<file path="config.mk">
export PLATFORM = sky130hd
export DESIGN_NAME = ifv_flags_vector
export DESIGN_NICKNAME = d
export VERILOG_FILES = /design/src/design/ifv_pkg.sv /design/src/design/ifv_vec_enc.sv /design/src/design/ifv_flags_vector.sv
export SDC_FILE = /design/constraint.sdc
export NUM_CORES = 1
export LEC_CHECK = 0
export BUFFER_PORTS_ARGS = -buffer_cell sky130_fd_sc_hd__buf_4
export CORE_ASPECT_RATIO = 1.25
export CORE_MARGIN = 2
export CORE_UTILIZATION = 47
export CTS_CLUSTER_DIAMETER = 80
export DETAILED_ROUTE_END_ITERATION = 8
export PLACE_DENSITY = 0.84
export SETUP_SLACK_MARGIN = 0.2
export SLEW_MARGIN = 5
export SYNTH_ARGS = -nofsm -noshare
export SYNTH_HDL_FRONTEND = slang
export SYNTH_SLANG_ARGS = --single-unit
</file>
<file path="constraint.sdc">
create_clock -name i_ref_clk -period 4.4 [get_ports i_ref_clk]
set_clock_uncertainty 0.2 [all_clocks]
set_input_delay 0.88 -clock i_ref_clk [delete_from_list [all_inputs] [get_ports i_ref_clk]]
set_output_delay 0.88 -clock i_ref_clk [all_outputs]
set_load 0.005 [all_outputs]
</file>
<file path="src/design/ifv_pkg.sv">
// Constants, field layout and carrier types of the flag and vector block
package ifv_pkg;

  localparam int ADDR_W  = 4;
  localparam int DATA_W  = 16;
  localparam int NUM_SRC = 15;

  // Register indices on the plain register port
  localparam logic [ADDR_W-1:0] FLAGS_IDX  = 4'h0;
  localparam logic [ADDR_W-1:0] VECTOR_IDX = 4'h1;

  // Flag bit positions in the flag register
  localparam int RX0_BIT   = 0;
  localparam int TX0_BIT   = 1;
  localparam int START_BIT = 2;
  localparam int STOP_BIT  = 3;
  localparam int ARB_BIT   = 4;
  localparam int NACK_BIT  = 5;
  localparam int BCNT_BIT  = 6;
  localparam int CLTO_BIT  = 7;
  localparam int RX1_BIT   = 8;
  localparam int TX1_BIT   = 9;
  localparam int RX2_BIT   = 10;
  localparam int TX2_BIT   = 11;
  localparam int RX3_BIT   = 12;
  localparam int TX3_BIT   = 13;
  localparam int BIT9_BIT  = 14;

  // Reset value: all transmit-empty flags start set
  localparam logic [DATA_W-1:0] FLAGS_RESET = 16'h2A02;
  // Bit 15 is reserved and reads zero
  localparam logic [DATA_W-1:0] FLAGS_MASK  = 16'h7FFF;
  localparam logic [DATA_W-1:0] ZERO_WORD   = 16'h0000;
  localparam logic [DATA_W-1:0] ONE_WORD    = 16'h0001;
  localparam logic [DATA_W-1:0] CODE_MASK   = 16'h001E;
  localparam logic [3:0]        SRC_NONE    = 4'h0;
  localparam logic [3:0]        SRC_ONE     = 4'h1;

  typedef logic [3:0] ifv_bit_idx_t;

  // Flag bit served at each priority rank, highest first
  localparam ifv_bit_idx_t PRIO_ORDER [NUM_SRC] = '{
    4'h4, 4'h5, 4'h2, 4'h3, 4'hC, 4'hD, 4'hA, 4'hB,
    4'h8, 4'h9, 4'h0, 4'h1, 4'h6, 4'h7, 4'hE
  };

  // Event strobes from the serial engine, one cycle each
  typedef struct packed {
    logic       clock_low_timeout;
    logic       byte_count_zero;
    logic       no_ack;
    logic       arbitration_lost;
    logic       stop_seen;
    logic       start_seen;
    logic [3:0] tx_empty;
    logic [3:0] rx_full;
    logic       ninth_bit;
  } ifv_events_t;

  // Operating mode and per-address match of the current frame
  typedef struct packed {
    logic       master;
    logic [3:0] addr_seen;
  } ifv_mode_t;

  // Register port request
  typedef struct packed {
    logic [ADDR_W-1:0] addr;
    logic [DATA_W-1:0] wdata;
    logic              wr;
    logic              rd;
  } ifv_bus_req_t;

  // Rank (1 = highest) of the first pending source, zero when none
  function automatic logic [3:0] ifv_top_src(input logic [DATA_W-1:0] flags);
    logic [3:0] rank;
    rank = SRC_NONE;
    for (int p = NUM_SRC - 1; p >= 0; p--) begin
      if (flags[PRIO_ORDER[p]]) begin
        rank = 4'(p + 1);
      end
    end
    return rank;
  endfunction : ifv_top_src

endpackage : ifv_pkg

</file>
<file path="src/design/ifv_vec_enc.sv">
// Priority encoder turning pending flags into a vector code and a clear mask
`timescale 1ns/1ns
`default_nettype none
module ifv_vec_enc
  import ifv_pkg::*;
(
  input  wire logic [DATA_W-1:0] i_flags,
  output logic      [DATA_W-1:0] o_code,
  output logic      [DATA_W-1:0] o_clr_one
);

  logic [3:0] top_rank;
  logic       any_pending;

  // Rank doubled gives an even code, zero when idle
  assign top_rank    = ifv_top_src(i_flags);
  assign any_pending = (top_rank != SRC_NONE);
  assign o_code      = {11'h000, top_rank, 1'b0};
  assign o_clr_one   = any_pending ?
                       (ONE_WORD << PRIO_ORDER[top_rank - SRC_ONE]) : ZERO_WORD;

endmodule : ifv_vec_enc
`default_nettype wire

</file>
<file path="src/design/ifv_flags_vector.sv">
// Interrupt flag register and prioritised vector register of the serial unit
//
// The address map and the strobed register port were chosen for this implementation.
`timescale 1ns/1ns
`default_nettype none
// Operation
// - Each flag bit reads 1 while its source is pending and 0 otherwise.
// - The no-acknowledge flag is set by hardware only in master operation.
// - Transmit-empty for address 0 sets in master operation or in a matched slave frame.
// - Receive-full for address 0 sets in master operation or in a matched slave frame.
// - In slave operation the address-0 flags set only if own address 0 was seen this frame.
// - The vector reads an even code for the top pending source, zero when idle.
// - Any write to the vector clears all pending flags regardless of data.
// - Codes run 02h arbitration lost up to 1Eh ninth bit in the fixed order.
// - Arbitration lost has top priority and ninth bit the lowest.
module ifv_flags_vector
  import ifv_pkg::*;
(
  input  wire logic              i_ref_clk,
  input  wire logic              i_srst,
  input  wire ifv_bus_req_t      i_bus,
  input  wire ifv_events_t       i_events,
  input  wire ifv_mode_t         i_mode,
  output logic      [DATA_W-1:0] o_rdata,
  output logic      [DATA_W-1:0] o_flags
);

  ////////////////////////////////////////////////////////////////////////////
  // Register decode

  logic              sel_flags;
  logic              sel_vector;
  logic              flags_wr;
  logic              vector_wr;
  logic              vector_rd;
  logic              flags_rd;

  // Address decode and strobe qualification
  assign sel_flags  = (i_bus.addr == FLAGS_IDX);
  assign sel_vector = (i_bus.addr == VECTOR_IDX);
  assign flags_wr   = i_bus.wr & sel_flags;
  assign vector_wr  = i_bus.wr & sel_vector;
  assign flags_rd   = i_bus.rd & sel_flags;
  assign vector_rd  = i_bus.rd & sel_vector;

  ////////////////////////////////////////////////////////////////////////////
  // Hardware set conditions

  logic              is_master;
  logic              is_slave;
  logic [3:0]        addr_ok;
  logic [DATA_W-1:0] hw_set;

  assign is_master = i_mode.master;
  assign is_slave  = ~i_mode.master;

  // Address 0 flags also serve master operation, slave ones need a match
  assign addr_ok[0] = is_master | i_mode.addr_seen[0];
  assign addr_ok[1] = is_slave & i_mode.addr_seen[1];
  assign addr_ok[2] = is_slave & i_mode.addr_seen[2];
  assign addr_ok[3] = is_slave & i_mode.addr_seen[3];

  // Set vector, one bit per flag position
  assign hw_set[RX0_BIT]   = i_events.rx_full[0] & addr_ok[0];
  assign hw_set[TX0_BIT]   = i_events.tx_empty[0] & addr_ok[0];
  assign hw_set[START_BIT] = i_events.start_seen;
  assign hw_set[STOP_BIT]  = i_events.stop_seen;
  assign hw_set[ARB_BIT]   = i_events.arbitration_lost & is_master;
  assign hw_set[NACK_BIT]  = i_events.no_ack & is_master;
  assign hw_set[BCNT_BIT]  = i_events.byte_count_zero;
  assign hw_set[CLTO_BIT]  = i_events.clock_low_timeout;
  assign hw_set[RX1_BIT]   = i_events.rx_full[1] & addr_ok[1];
  assign hw_set[TX1_BIT]   = i_events.tx_empty[1] & addr_ok[1];
  assign hw_set[RX2_BIT]   = i_events.rx_full[2] & addr_ok[2];
  assign hw_set[TX2_BIT]   = i_events.tx_empty[2] & addr_ok[2];
  assign hw_set[RX3_BIT]   = i_events.rx_full[3] & addr_ok[3];
  assign hw_set[TX3_BIT]   = i_events.tx_empty[3] & addr_ok[3];
  assign hw_set[BIT9_BIT]  = i_events.ninth_bit;
  assign hw_set[DATA_W-1]  = 1'b0;

  ////////////////////////////////////////////////////////////////////////////
  // Vector encoding

  logic [DATA_W-1:0] vec_code;
  logic [DATA_W-1:0] vec_clr_one;

  // Top pending source and the one-hot mask of its flag
  ifv_vec_enc u_vec_enc (
    .i_flags   (o_flags),
    .o_code    (vec_code),
    .o_clr_one (vec_clr_one)
  );

  ////////////////////////////////////////////////////////////////////////////
  // Flag register next value

  logic [DATA_W-1:0] flags_base;
  logic [DATA_W-1:0] next_flags;
  logic [DATA_W-1:0] next_rdata;

  // Software effect first, then hardware sets win over any clear
  assign flags_base = flags_wr  ? (i_bus.wdata & FLAGS_MASK) :
                      vector_wr ? ZERO_WORD :
                      vector_rd ? (o_flags & ~vec_clr_one) :
                      o_flags;
  assign next_flags = (flags_base | hw_set) & FLAGS_MASK;

  // Read data mux, unmapped addresses read zero
  assign next_rdata = flags_rd  ? o_flags :
                      vector_rd ? (vec_code & CODE_MASK) :
                      ZERO_WORD;

  ////////////////////////////////////////////////////////////////////////////
  // Registers

  // Flag storage
  always_ff @(posedge i_ref_clk) begin
    if (i_srst) begin
      o_flags <= FLAGS_RESET;
    end else begin
      o_flags <= next_flags;
    end
  end

  // Read data, valid only in the cycle after the read strobe
  always_ff @(posedge i_ref_clk) begin
    if (i_srst) begin
      o_rdata <= ZERO_WORD;
    end else begin
      o_rdata <= i_bus.rd ? next_rdata : ZERO_WORD;
    end
  end

  ////////////////////////////////////////////////////////////////////////////
  // Assertions

  logic quiet_sw;
  logic no_events;

  // Helper terms for the properties below
  assign quiet_sw  = ~i_bus.wr & ~i_bus.rd;
  assign no_events = (i_events == '0);
endmodule : ifv_flags_vector
`default_nettype wire

</file>
Word level (Yosys, flattened, before mapping)
Memory sizes are Yosys's and may differ from the RTL's.
Index checks and enable logic that the tools add are counted.
Word-level totals
  register bits: 31
  memory bits (read-only): 64
  input port bits: 44
  output and inout port bits: 32
  logic and storage cells: 57
  memories kept: 1
Cells by class
  $add $sub $neg: 1
  order comparisons: 1
  eq/ne operators: 1
  shifts and indexed selects: 1
  muxes and demuxes: 23
  bitwise logic cells: 24
  reductions and logical operators: 3
Memory list
  (name not given): depth 16, width 4, read ports 1, clocked after memory_dff 0, wr ports 0, RTL line ifv_vec_enc.sv:20  | (ONE_WORD << PRIO_ORDER[top_rank - SRC_ONE]) : ZERO_WORD;
Operators with widths (number)
  two-way mux 15 bit: 5
  two-way mux 4 bit: 17
  AND 1 bit: 17
  AND 15 bit: 1
  NOT 15 bit: 1
  bitwise OR 15 bit: 1
  << shifter 1 x 4 -> 15 bit (first input constant): 1
  >= comparator 5 bit (second input constant): 1
  two-way mux 5 bit: 1
  NOT 4 -> 5 bit: 1
  equality test 4 x 1 -> 1 bit (second input constant): 1
  logical NOT 4 bit: 1
  nonzero test 4 bit: 1
  subtractor 4 x 1 -> 4 bit (second input constant): 1
  NOT 1 bit: 2
  OR reduction 2 bit: 1
  bitwise OR 1 bit: 1

Depth between registers and ports, before layout
Gate-level depths: netlist (run 1).
  depth in word-level cells: 28
  gate-level depth with buffers: 12
  gate-level depth less buffers: 12

Cells and area by module
A second synthesis (run 1) with hierarchy kept.
Unflattened totals
  cell total of the unflattened synthesis: 243
  area total of the unflattened synthesis: 2026.9 um^2
By module, submodules not included
  ifv_flags_vector: instances 1, cells an instance 142, area an instance 1301.2 um^2, seq. area each 600.6 um^2
  ifv_vec_enc: instances 1, cells an instance 101, area an instance 725.7 um^2, seq. area each 0.0 um^2

Worst setup path before layout (run 1)
OpenSTA, ideal clock, no wires.
  kind: flip-flop to flip-flop
  from: reg o_flags[6]
  to: reg o_flags[5]
  library setup time: 127 ps
  arrival time: 2867 ps
  data required time: 4073 ps
  path slack: 1206 ps
  cell stages (with the launch flop): 13
  path buffers: 2
  period minus slack after synthesis: 3194 ps
  path through: dfxtp_1 -> nor2_1 -> a221oi_2 -> o221ai_2 -> a22o_1 -> buf_2 -> ha_1 -> clkbuf_1 -> xnor2_1 -> a21oi_1 -> a211o_1 -> o311ai_1 -> o21ai_1
On the way
  longest elaborated chain between the ends: 26
  elaborated cells between the ends (all ways): 27
  those cells by class: add/sub: 1; shift: 1; mux: 19; bitwise: 4; reduce/logical: 1; memory: 1
Ends and longest elaborated chain
  start, declared: RTL line ifv_flags_vector.sv:25  | output logic [DATA_W-1:0] o_flags
  start signal, assigned: RTL line ifv_flags_vector.sv:121  | o_flags <= next_flags;
  two-way mux 4 bit * (13 in a row): RTL line ifv_pkg.sv:79  | if (flags[PRIO_ORDER[p]]) begin
  subtractor 4 x 1 -> 4 bit: RTL line ifv_vec_enc.sv:20
  NOT 4 -> 5 bit (implied by the code): RTL line ifv_vec_enc.sv:20
  memory (16 x 4 bit)
  two-way mux 4 bit (implied by the code) (2 in a row): RTL line ifv_vec_enc.sv:20
  << shifter 1 x 4 -> 15 bit: RTL line ifv_vec_enc.sv:20
  two-way mux 15 bit *: RTL line ifv_vec_enc.sv:19  | assign o_clr_one = any_pending ?
  NOT 15 bit *: RTL line ifv_flags_vector.sv:104  | vector_rd ? (o_flags & ~vec_clr_one) :
  AND 15 bit *: RTL line ifv_flags_vector.sv:104
  two-way mux 15 bit *: RTL line ifv_flags_vector.sv:104
  two-way mux 15 bit *: RTL line ifv_flags_vector.sv:103  | vector_wr ? ZERO_WORD :
  two-way mux 15 bit *: RTL line ifv_flags_vector.sv:102  | assign flags_base = flags_wr ? (i_bus.wdata & FLAGS_MASK) :
  bitwise OR 15 bit *: RTL line ifv_flags_vector.sv:106  | assign next_flags = (flags_base | hw_set) & FLAGS_MASK;
Mark *: on every way between the ends. The rest lies on a longest branch, timed or not. The select of a mux whose other input is x is not followed.
A chain may end at the register's enable or synchronous reset.

Worst setup path in the final report (run 1)
  from: reg o_flags[14]
  to: reg o_flags[8]
On the way
  longest elaborated chain between the ends: 28
  elaborated cells between the ends (all ways): 29
  those cells by class: add/sub: 1; shift: 1; mux: 21; bitwise: 4; reduce/logical: 1; memory: 1
Ends and longest elaborated chain (RTL line)
  two-way mux 4 bit * (15 in a row): ifv_pkg.sv:79
  subtractor 4 x 1 -> 4 bit: ifv_vec_enc.sv:20
  NOT 4 -> 5 bit (implied by the code): ifv_vec_enc.sv:20
  memory (16 x 4 bit)
  two-way mux 4 bit (implied by the code) (2 in a row): ifv_vec_enc.sv:20
  << shifter 1 x 4 -> 15 bit: ifv_vec_enc.sv:20
  two-way mux 15 bit *: ifv_vec_enc.sv:19
  NOT 15 bit *: ifv_flags_vector.sv:104
  AND 15 bit *: ifv_flags_vector.sv:104
  two-way mux 15 bit *: ifv_flags_vector.sv:104
  two-way mux 15 bit *: ifv_flags_vector.sv:103
  two-way mux 15 bit *: ifv_flags_vector.sv:102
  bitwise OR 15 bit *: ifv_flags_vector.sv:106
Marks and branches as above.

==> summary.md, run 1 <==
| Metric | Value |
|---|---|
| H-Tree Depth | `2` |
| Sequential element share of the synthesized area | `roughly a third` |
| Post-route cell area | `between 2000 and 2500 µm²` |
| Mux cell area share after synthesis | `under 10%` |
| Clk pwr share | `33.2%` |
| CP Capture Type | `flip-flop` |
| Routed len/inst | `about 15 µm` |
| Initial antenna violation count | `0` |
| Worst Max-Slew Pin Slew | `roughly 0.64 ns` |
| HP Class | `reg -> reg` |
| Overall routing resource usage | `~24%` |
| First-pass GRT wire length | `just under 8000 µm` |
| Worst Setup EP | `o_flags[8]$_SDFF_PP0_` |
| Post-synth EDFFs | `0` |
| Slowest stage cell, crit path | `ha_1` |
| Post-layout nets | `approximately 320` |
| CP max FO | `12` |
| DP HPWL | `between 3000 and 4000 µm` |
| Total global routing overflow | `0` |
| Max cap viols | `0` |
| Crit path kind | `reg -> reg` |
| Count leader, synth | `dfxtp_1` |
| Post-Synth Adder-Cell Area | `1.45%` |
| Post-Syn Instances | `roughly 200` |
| Post-synth cell types | `54` |
| Cts-stage hold buffer count | `0` |
| Syn-to-layout area delta | `37.1%` |
| Ys Warns | `0` |
| DRT Wirelength | `~4800 µm` |
| CP Data Required Time | `4.42 ns` |
| CTS tree | `built` |
| Net Sw Frac | `between 20% and 30%` |
| Core box area | `3510 µm²` |
| Worst stage delay on the critical path | `0.56 ns` |
| Top cells by area, synth | `dfxtp_1 35%, a21oi_1 4.9%, a221oi_1 4.0%` |
| Mean Syn Cell Area | `about 8.6 µm²` |
| Vias in the first global route | `between 1.5k and 2k` |
| Largest family of logic cells by synthesized area | `compound AO/OA/AOI/OAI gates` |
| Final min period | `~3.7 ns` |
| CTS resizes | `0` |
| Hold Fails Final Rpt | `0` |
| Int Pwr | `about 480 µW` |
| Critical path depth in cells | `13` |
| Top-area cell type share of the netlist area | `roughly a third` |
| N_diodes | `0` |
| Reg clk slew, reported paths | `0.06 ns` |
| Initial Util | `a little under 50%` |
| Initial DRC Count | `55` |
| Root Driver | `clkbuf_8` |
| TritonCTS Sinks | `30` |
| Top cells by count, synth | `30 x dfxtp_1, 17 x a21oi_1, 16 x nor2_1, 14 x nand2_1, 10 x and2_1` |
| Area leader, netlist | `dfxtp_1` |
| Achievable Freq | `~270 MHz` |
| Routed via count | `approximately 1.9k` |
| Pin count of the biggest net entering global routing | `18` |
| Slew margin rel. | `a little under three fifths` |
| Worst R2R Setup Slack | `0.67 ns` |
| Synth Flop Type | `dfxtp_1` |
| Worst R2R Start | `o_flags[14]$_SDFF_PP0_` |
| #FFs+latches synth | `30` |
| Slew Limit Fails | `0` |
| Comb pwr share | `between 20% and 30%` |
| Die height | `71.9 µm` |
| Setup TNS | `0 ns` |
| Std-Cell Rows | `24` |
| Placed insts | `304` |
| R2r endpoint | `o_flags[8]$_SDFF_PP0_` |
| CTS Buffer Depth | `2` |
| 1st-pass router iterations | `4` |
| Leakage dissipation | `approximately 0.0010 µW` |
| VDD IR-drop max | `~0.21 mV` |
| Reg power frac | `44.8%` |
| RSZ-0062 raised after global routing | `no` |
| Syn Std Cell Area | `1730 µm²` |
| Compound-Gate Fraction of Synth Area | `28.8%` |
| Post-synthesis async set-or-reset flop share | `0%` |
| Via density | `5.94` |
| CP bufs+invs | `2` |
| # DRC | `0` |
| Final setup fails | `0` |
| R2r worst-path depth | `13` |
| CP arrival | `between 3 and 4 ns` |
| Placed Instance Area | `between 2000 and 2500 µm²` |
| CP most frequent cell | `a21oi_1` |
| Setup crit start kind | `flip-flop` |
| Fin cells | `approximately 310` |
| Postcts setup bufs | `0` |
| Post-Synth XOR/XNOR Area | `approximately 1.0%` |
| Fin crit share | `a little over four fifths` |
| Simple-Gate Fraction of Synth Area | `28.1%` |
| Net Switching | `just under 200 µW` |
| Io pins | `between 70 and 80` |
| Port bufs | `72` |
| CTS Buf Count | `5` |
| Crit-path cells | `nor2_1 -> o31ai_1 -> o311ai_2 -> buf_4 -> a21oi_1 -> inv_1 -> ha_1 -> o31ai_1 -> a21oi_1 -> nor3_2 -> a311oi_2 -> o211ai_1 -> a21oi_1` |
| Die X-Extent | `58.3 µm` |
| CP startpoint | `o_flags[14]$_SDFF_PP0_` |
| Worst-Skew Late Latency | `0.28 ns` |
| CP delay by family, top | `compound AO/OA/AOI/OAI gates` |
| Final ANT Viol Nets | `0` |
| PwrDens | `~290 nW/µm²` |
| Die footprint | `between 4000 and 5000 µm²` |
| Status | `finished, final reports clean` |
| FILL cells | `~320` |
| Gpl congestion | `roughly 0.9` |
| Layout cells sized above 1 | `between 30% and 40%` |
flip-flops by register name, summed over array words and instances (netlist names):
| register | cells |
|---|---|
| o_flags | 15 |
| o_rdata | 15 |
worst min-delay path by stage:
stage | cells past startpoint | end | slack, ns | startpoint
after floorplan | 2 | o_flags[11]$_SDFF_PP1_ | 0.32 | o_flags[11]$_SDFF_PP1_
after global placement | 2 | o_flags[2]$_SDFF_PP0_ | 0.36 | o_flags[2]$_SDFF_PP0_
after detailed placement | 1 | o_rdata[8]$_SDFF_PP0_ | 0.38 | o_flags[8]$_SDFF_PP0_
after CTS | 1 | o_rdata[8]$_SDFF_PP0_ | 0.39 | o_flags[8]$_SDFF_PP0_
after global routing | 1 | o_rdata[14]$_SDFF_PP0_ | 0.41 | o_flags[14]$_SDFF_PP0_
final | 1 | o_rdata[8]$_SDFF_PP0_ | 0.39 | o_flags[8]$_SDFF_PP0_
power by group through the flow:
stage | Clock, µW | Sequential (µW) | Combinational, µW
after CTS | 232 | 303 | 148
after global placement | 0 | 308 | 146
after detailed placement | 0 | 309 | 147
after global routing | 240 | 305 | 164
final | 225 | 304 | 149
after floorplan | 0 | 303 | 87.9
final cells by class:
cell class,count,area (µm²),share of cell area (%)
clock buffers,7,86.3,3.64
clock inverters,1,5.00,0.211
inverters,6,22.5,0.948
multi-input cells,155,1060,44.5
flip-flops and latches,30,601,25.3
well taps,39,48.8,2.05
repair buffers,74,556,23.4
cell usage in the layout, fill, tap and decap left out, types with 4 or more instances in the layout:
cell / instances
a21oi_1: 17
a221oi_1: 8
a22oi_1: 4
and2_1: 10
buf_4: 74
clkbuf_8: 6
dfxtp_1: 30
inv_1: 6
nand2_1: 14
nand3_1: 7
nor2_1: 16
nor3_1: 8
nor4_1: 4
o21ai_0: 4
cell families (layout without fill, tap and decap cells):
kind of cell             Yosys count  in the layout
multiplexers                       2              2
XOR/XNOR                           2              2
buffers and inverters             18             88
AO/OA/AOI/OAI                     64             64
other                              1              2
flip-flops                        30             30
adder cells (fa/ha/maj)            2              2
AND/OR/NAND/NOR                   83             83
metal layers:
metal  routed length (µm)  GRT usage, %
met1                 1920          27.1
met2                 2480          43.1
met5                    0             0
met4                   65          8.27
met3                  287          6.14
metrics by stage:
stage / total power [µW] / hold slack [ns] / worst slack [ns] / util, %
global route: 709 / 0.414 / 0.388 / 67.6
detailed placement: 456 / 0.381 / 0.709 / 65.0
CTS: 683 / 0.388 / 0.672 / 67.6
finish: 678 / 0.387 / 0.669 / 67.6
floorplan: 391 / 0.316 / 1.21 / -
global placement: 454 / 0.357 / 0.732 / 65.0
worst reg2reg max path, delay by kind of cell (launching register included):
family / cells / cell delay [ns]
fa+ha+maj: 1 / 0.56
simple gates: 2 / 0.15
buf+inv: 2 / 0.29
flops: 1 / 0.48
compound gates: 8 / 2.01
(Power assumes the default switching activity.)
==> inputs of run 2 (changes only) <==
==> constraint.sdc (replaced) <==
create_clock -name i_ref_clk -period 3.56 [get_ports i_ref_clk]
set_clock_uncertainty 0.2 [all_clocks]
set_input_delay 0.712 -clock i_ref_clk [delete_from_list [all_inputs] [get_ports i_ref_clk]]
set_output_delay 0.712 -clock i_ref_clk [all_outputs]
set_load 0.005 [all_outputs]
==> run 2 against run 1 <==
Against the previous run:
- routed wire length grew 10%
- via count grew 6.6%
- sequential share of layout area fell by 1.1 points
- register-to-register slack worse by 0.26 ns
- sequential power increased by 22%
- utilization up 3.3 points
- worst hold slack got worse by 0.012 ns
==> summary.md, run 2 (synthesized netlist as in run 1, its figures left out) <==
| Metric | Value |
|---|---|
| Root Driver | `clkbuf_8` |
| CTS Buffer Depth | `2` |
| DP HPWL | `3970 µm` |
| FILL cells | `300` |
| Port bufs | `a little over 70` |
| PwrDens | `between 300 and 400 nW/µm²` |
| Overall routing resource usage | `approximately a quarter` |
| Die X-Extent | `roughly 60 µm` |
| CP startpoint | `o_flags[1]$_SDFF_PP1_` |
| Worst Max-Slew Pin Slew | `approximately 0.74 ns` |
| CTS Buf Count | `5` |
| Reg clk slew, reported paths | `roughly 0.07 ns` |
| CP Capture Type | `flip-flop` |
| Crit-path cells | `o31ai_1 -> o311ai_2 -> a21oi_2 -> inv_1 -> ha_2 -> o31ai_1 -> a21oi_1 -> nor3_2 -> a311oi_2 -> buf_4 -> a2111oi_4 -> nor3_1` |
| CP Data Required Time | `approximately 3.5 ns` |
| Slew Limit Fails | `0` |
| Placed insts | `316` |
| Core box area | `about 3500 µm²` |
| Total global routing overflow | `0` |
| Io pins | `76` |
| First-pass GRT wire length | `roughly 8400 µm` |
| H-Tree Depth | `2` |
| Worst stage delay on the critical path | `0.40 ns` |
| DRT Wirelength | `5260 µm` |
| Fin util | `70.9%` |
| Slew margin rel. | `50.0%` |
| Final WS setup | `0.409 ns` |
| Status | `finished, final reports clean` |
| HP Class | `reg -> reg` |
| Commonest non-fill, non-tap cell in the layout | `buf_4` |
| Initial antenna violation count | `0` |
| Area of the multi-input gates | `1060 µm²` |
| Die footprint | `4190 µm²` |
| Layout cells sized above 1 | `between 30 and 40%` |
| Post-layout nets | `330` |
| Setup crit start kind | `flip-flop` |
| Setup TNS | `0 ns` |
| Sequential cell area | `602 µm²` |
| RSZ-0062 raised after global routing | `no` |
| Fin cells | `roughly 320` |
| Achievable Freq | `317 MHz` |
| VDD IR-drop max | `approximately 0.28 mV` |
| TritonCTS Sinks | `30` |
| Hold Fails Final Rpt | `0` |
| Vias in the first global route | `1836` |
| Die height | `between 70 and 80 µm` |
| Routed len/inst | `between 15 and 20 µm` |
| Min-delay src | `o_flags[10]$_SDFF_PP0_` |
| Syn-to-layout area delta | `43.8%` |
| Routed via count | `1977` |
| Worst-Skew Late Latency | `about 0.29 ns` |
| Post-place setup slack | `0.185 ns` |
| CP arrival | `3.13 ns` |
| Gpl congestion | `about 0.94` |
| Initial DRC Count | `98` |
| Final setup fails | `0` |
| CP max FO | `12` |
| Pin count of the biggest net entering global routing | `18` |
| Most frequent cells in the layout | `86 x buf_4, 29 x dfxtp_1, 16 x nor2_1, 16 x a21oi_1, 14 x nand2_1` |
| Worst R2R Start | `o_flags[1]$_SDFF_PP1_` |
| N_diodes | `0` |
| CP most frequent cell | `o31ai_1` |
| Cts-stage hold buffer count | `0` |
| Fin crit share | `around 90%` |
| Via density | `slightly above 6` |
| Crit path kind | `reg -> reg` |
| Postcts setup bufs | `0` |
| Final min period | `3.15 ns` |
| Leakage dissipation | `around 0.0011 µW` |
| Slowest stage cell, crit path | `dfxtp_1` |
| Biggest regs | `o_flags (15), o_rdata (15)` |
| Final ANT Viol Nets | `0` |
| Std-Cell Rows | `24` |
| # DRC | `0` |
| Fin Hold WS | `between 0.3 and 0.4 ns` |
| Max cap viols | `0` |
| CTS tree | `built` |
| 1st-pass router iterations | `5` |
| Initial Util | `49.3%` |
## run 2: final cells by class
class / instances / area share (%)
Clock inverter: 3 / 1.61
Clock buffer: 5 / 2.76
Multi-Input combinational cell: 155 / 42.7
Inverter: 6 / 0.905
Sequential cell: 30 / 24.2
Tap cell: 39 / 1.96
Timing Repair Buffer: 86 / 25.9
## run 2: through the flow
stage	power, µW	instance area [µm²]
floorplan	484	1740
global placement	574	2370
detailed placement	577	2370
CTS	907	2480
global route	948	2490
finish	912	2490
## run 2: final timing paths
kind	endpoint	slack [ns]	cells after the start
worst max-delay path	o_flags[14]$_SDFF_PP0_	0.41	12
worst min-delay path	o_rdata[10]$_SDFF_PP0_	0.38	2
worst max register to register	o_flags[14]$_SDFF_PP0_	0.41	12
worst min register to register	o_rdata[10]$_SDFF_PP0_	0.38	2
## run 2: layer usage
metal | GRT usage, % | routed length, µm | vias up
li1 | - | - | 929
met1 | 28.8 | 1850 | 911
met2 | 45.9 | 2750 | 118
met3 | 7.40 | 453 | 19
met4 | 12.9 | 203 | 0
met5 | 0 | 0 | -
## run 2: power by group
group | total [µW] | leakage [µW] | internal (µW) | switching (µW)
logic | 208 | 0.000760 | 101 | 107
clock network | 334 | 0.0000579 | 206 | 129
registers | 370 | 0.000246 | 348 | 21.3
total | 912 | 0.00106 | 655 | 257
## run 2: what timing repair did
item	in CTS	in global routing
hold endpoints to repair	0	0
pin swaps	0	0
setup endpoints to repair	1	7
cloned	0	0
gates resized for setup	1	2
## run 2: worst max-delay path, delay by kind of cell, from the launching register on
family	cells	cell delay [ns]
fa+ha+maj	1	0.39
simple gates	2	0.28
compound gates	7	1.52
flops	1	0.40
buf+inv	2	0.25
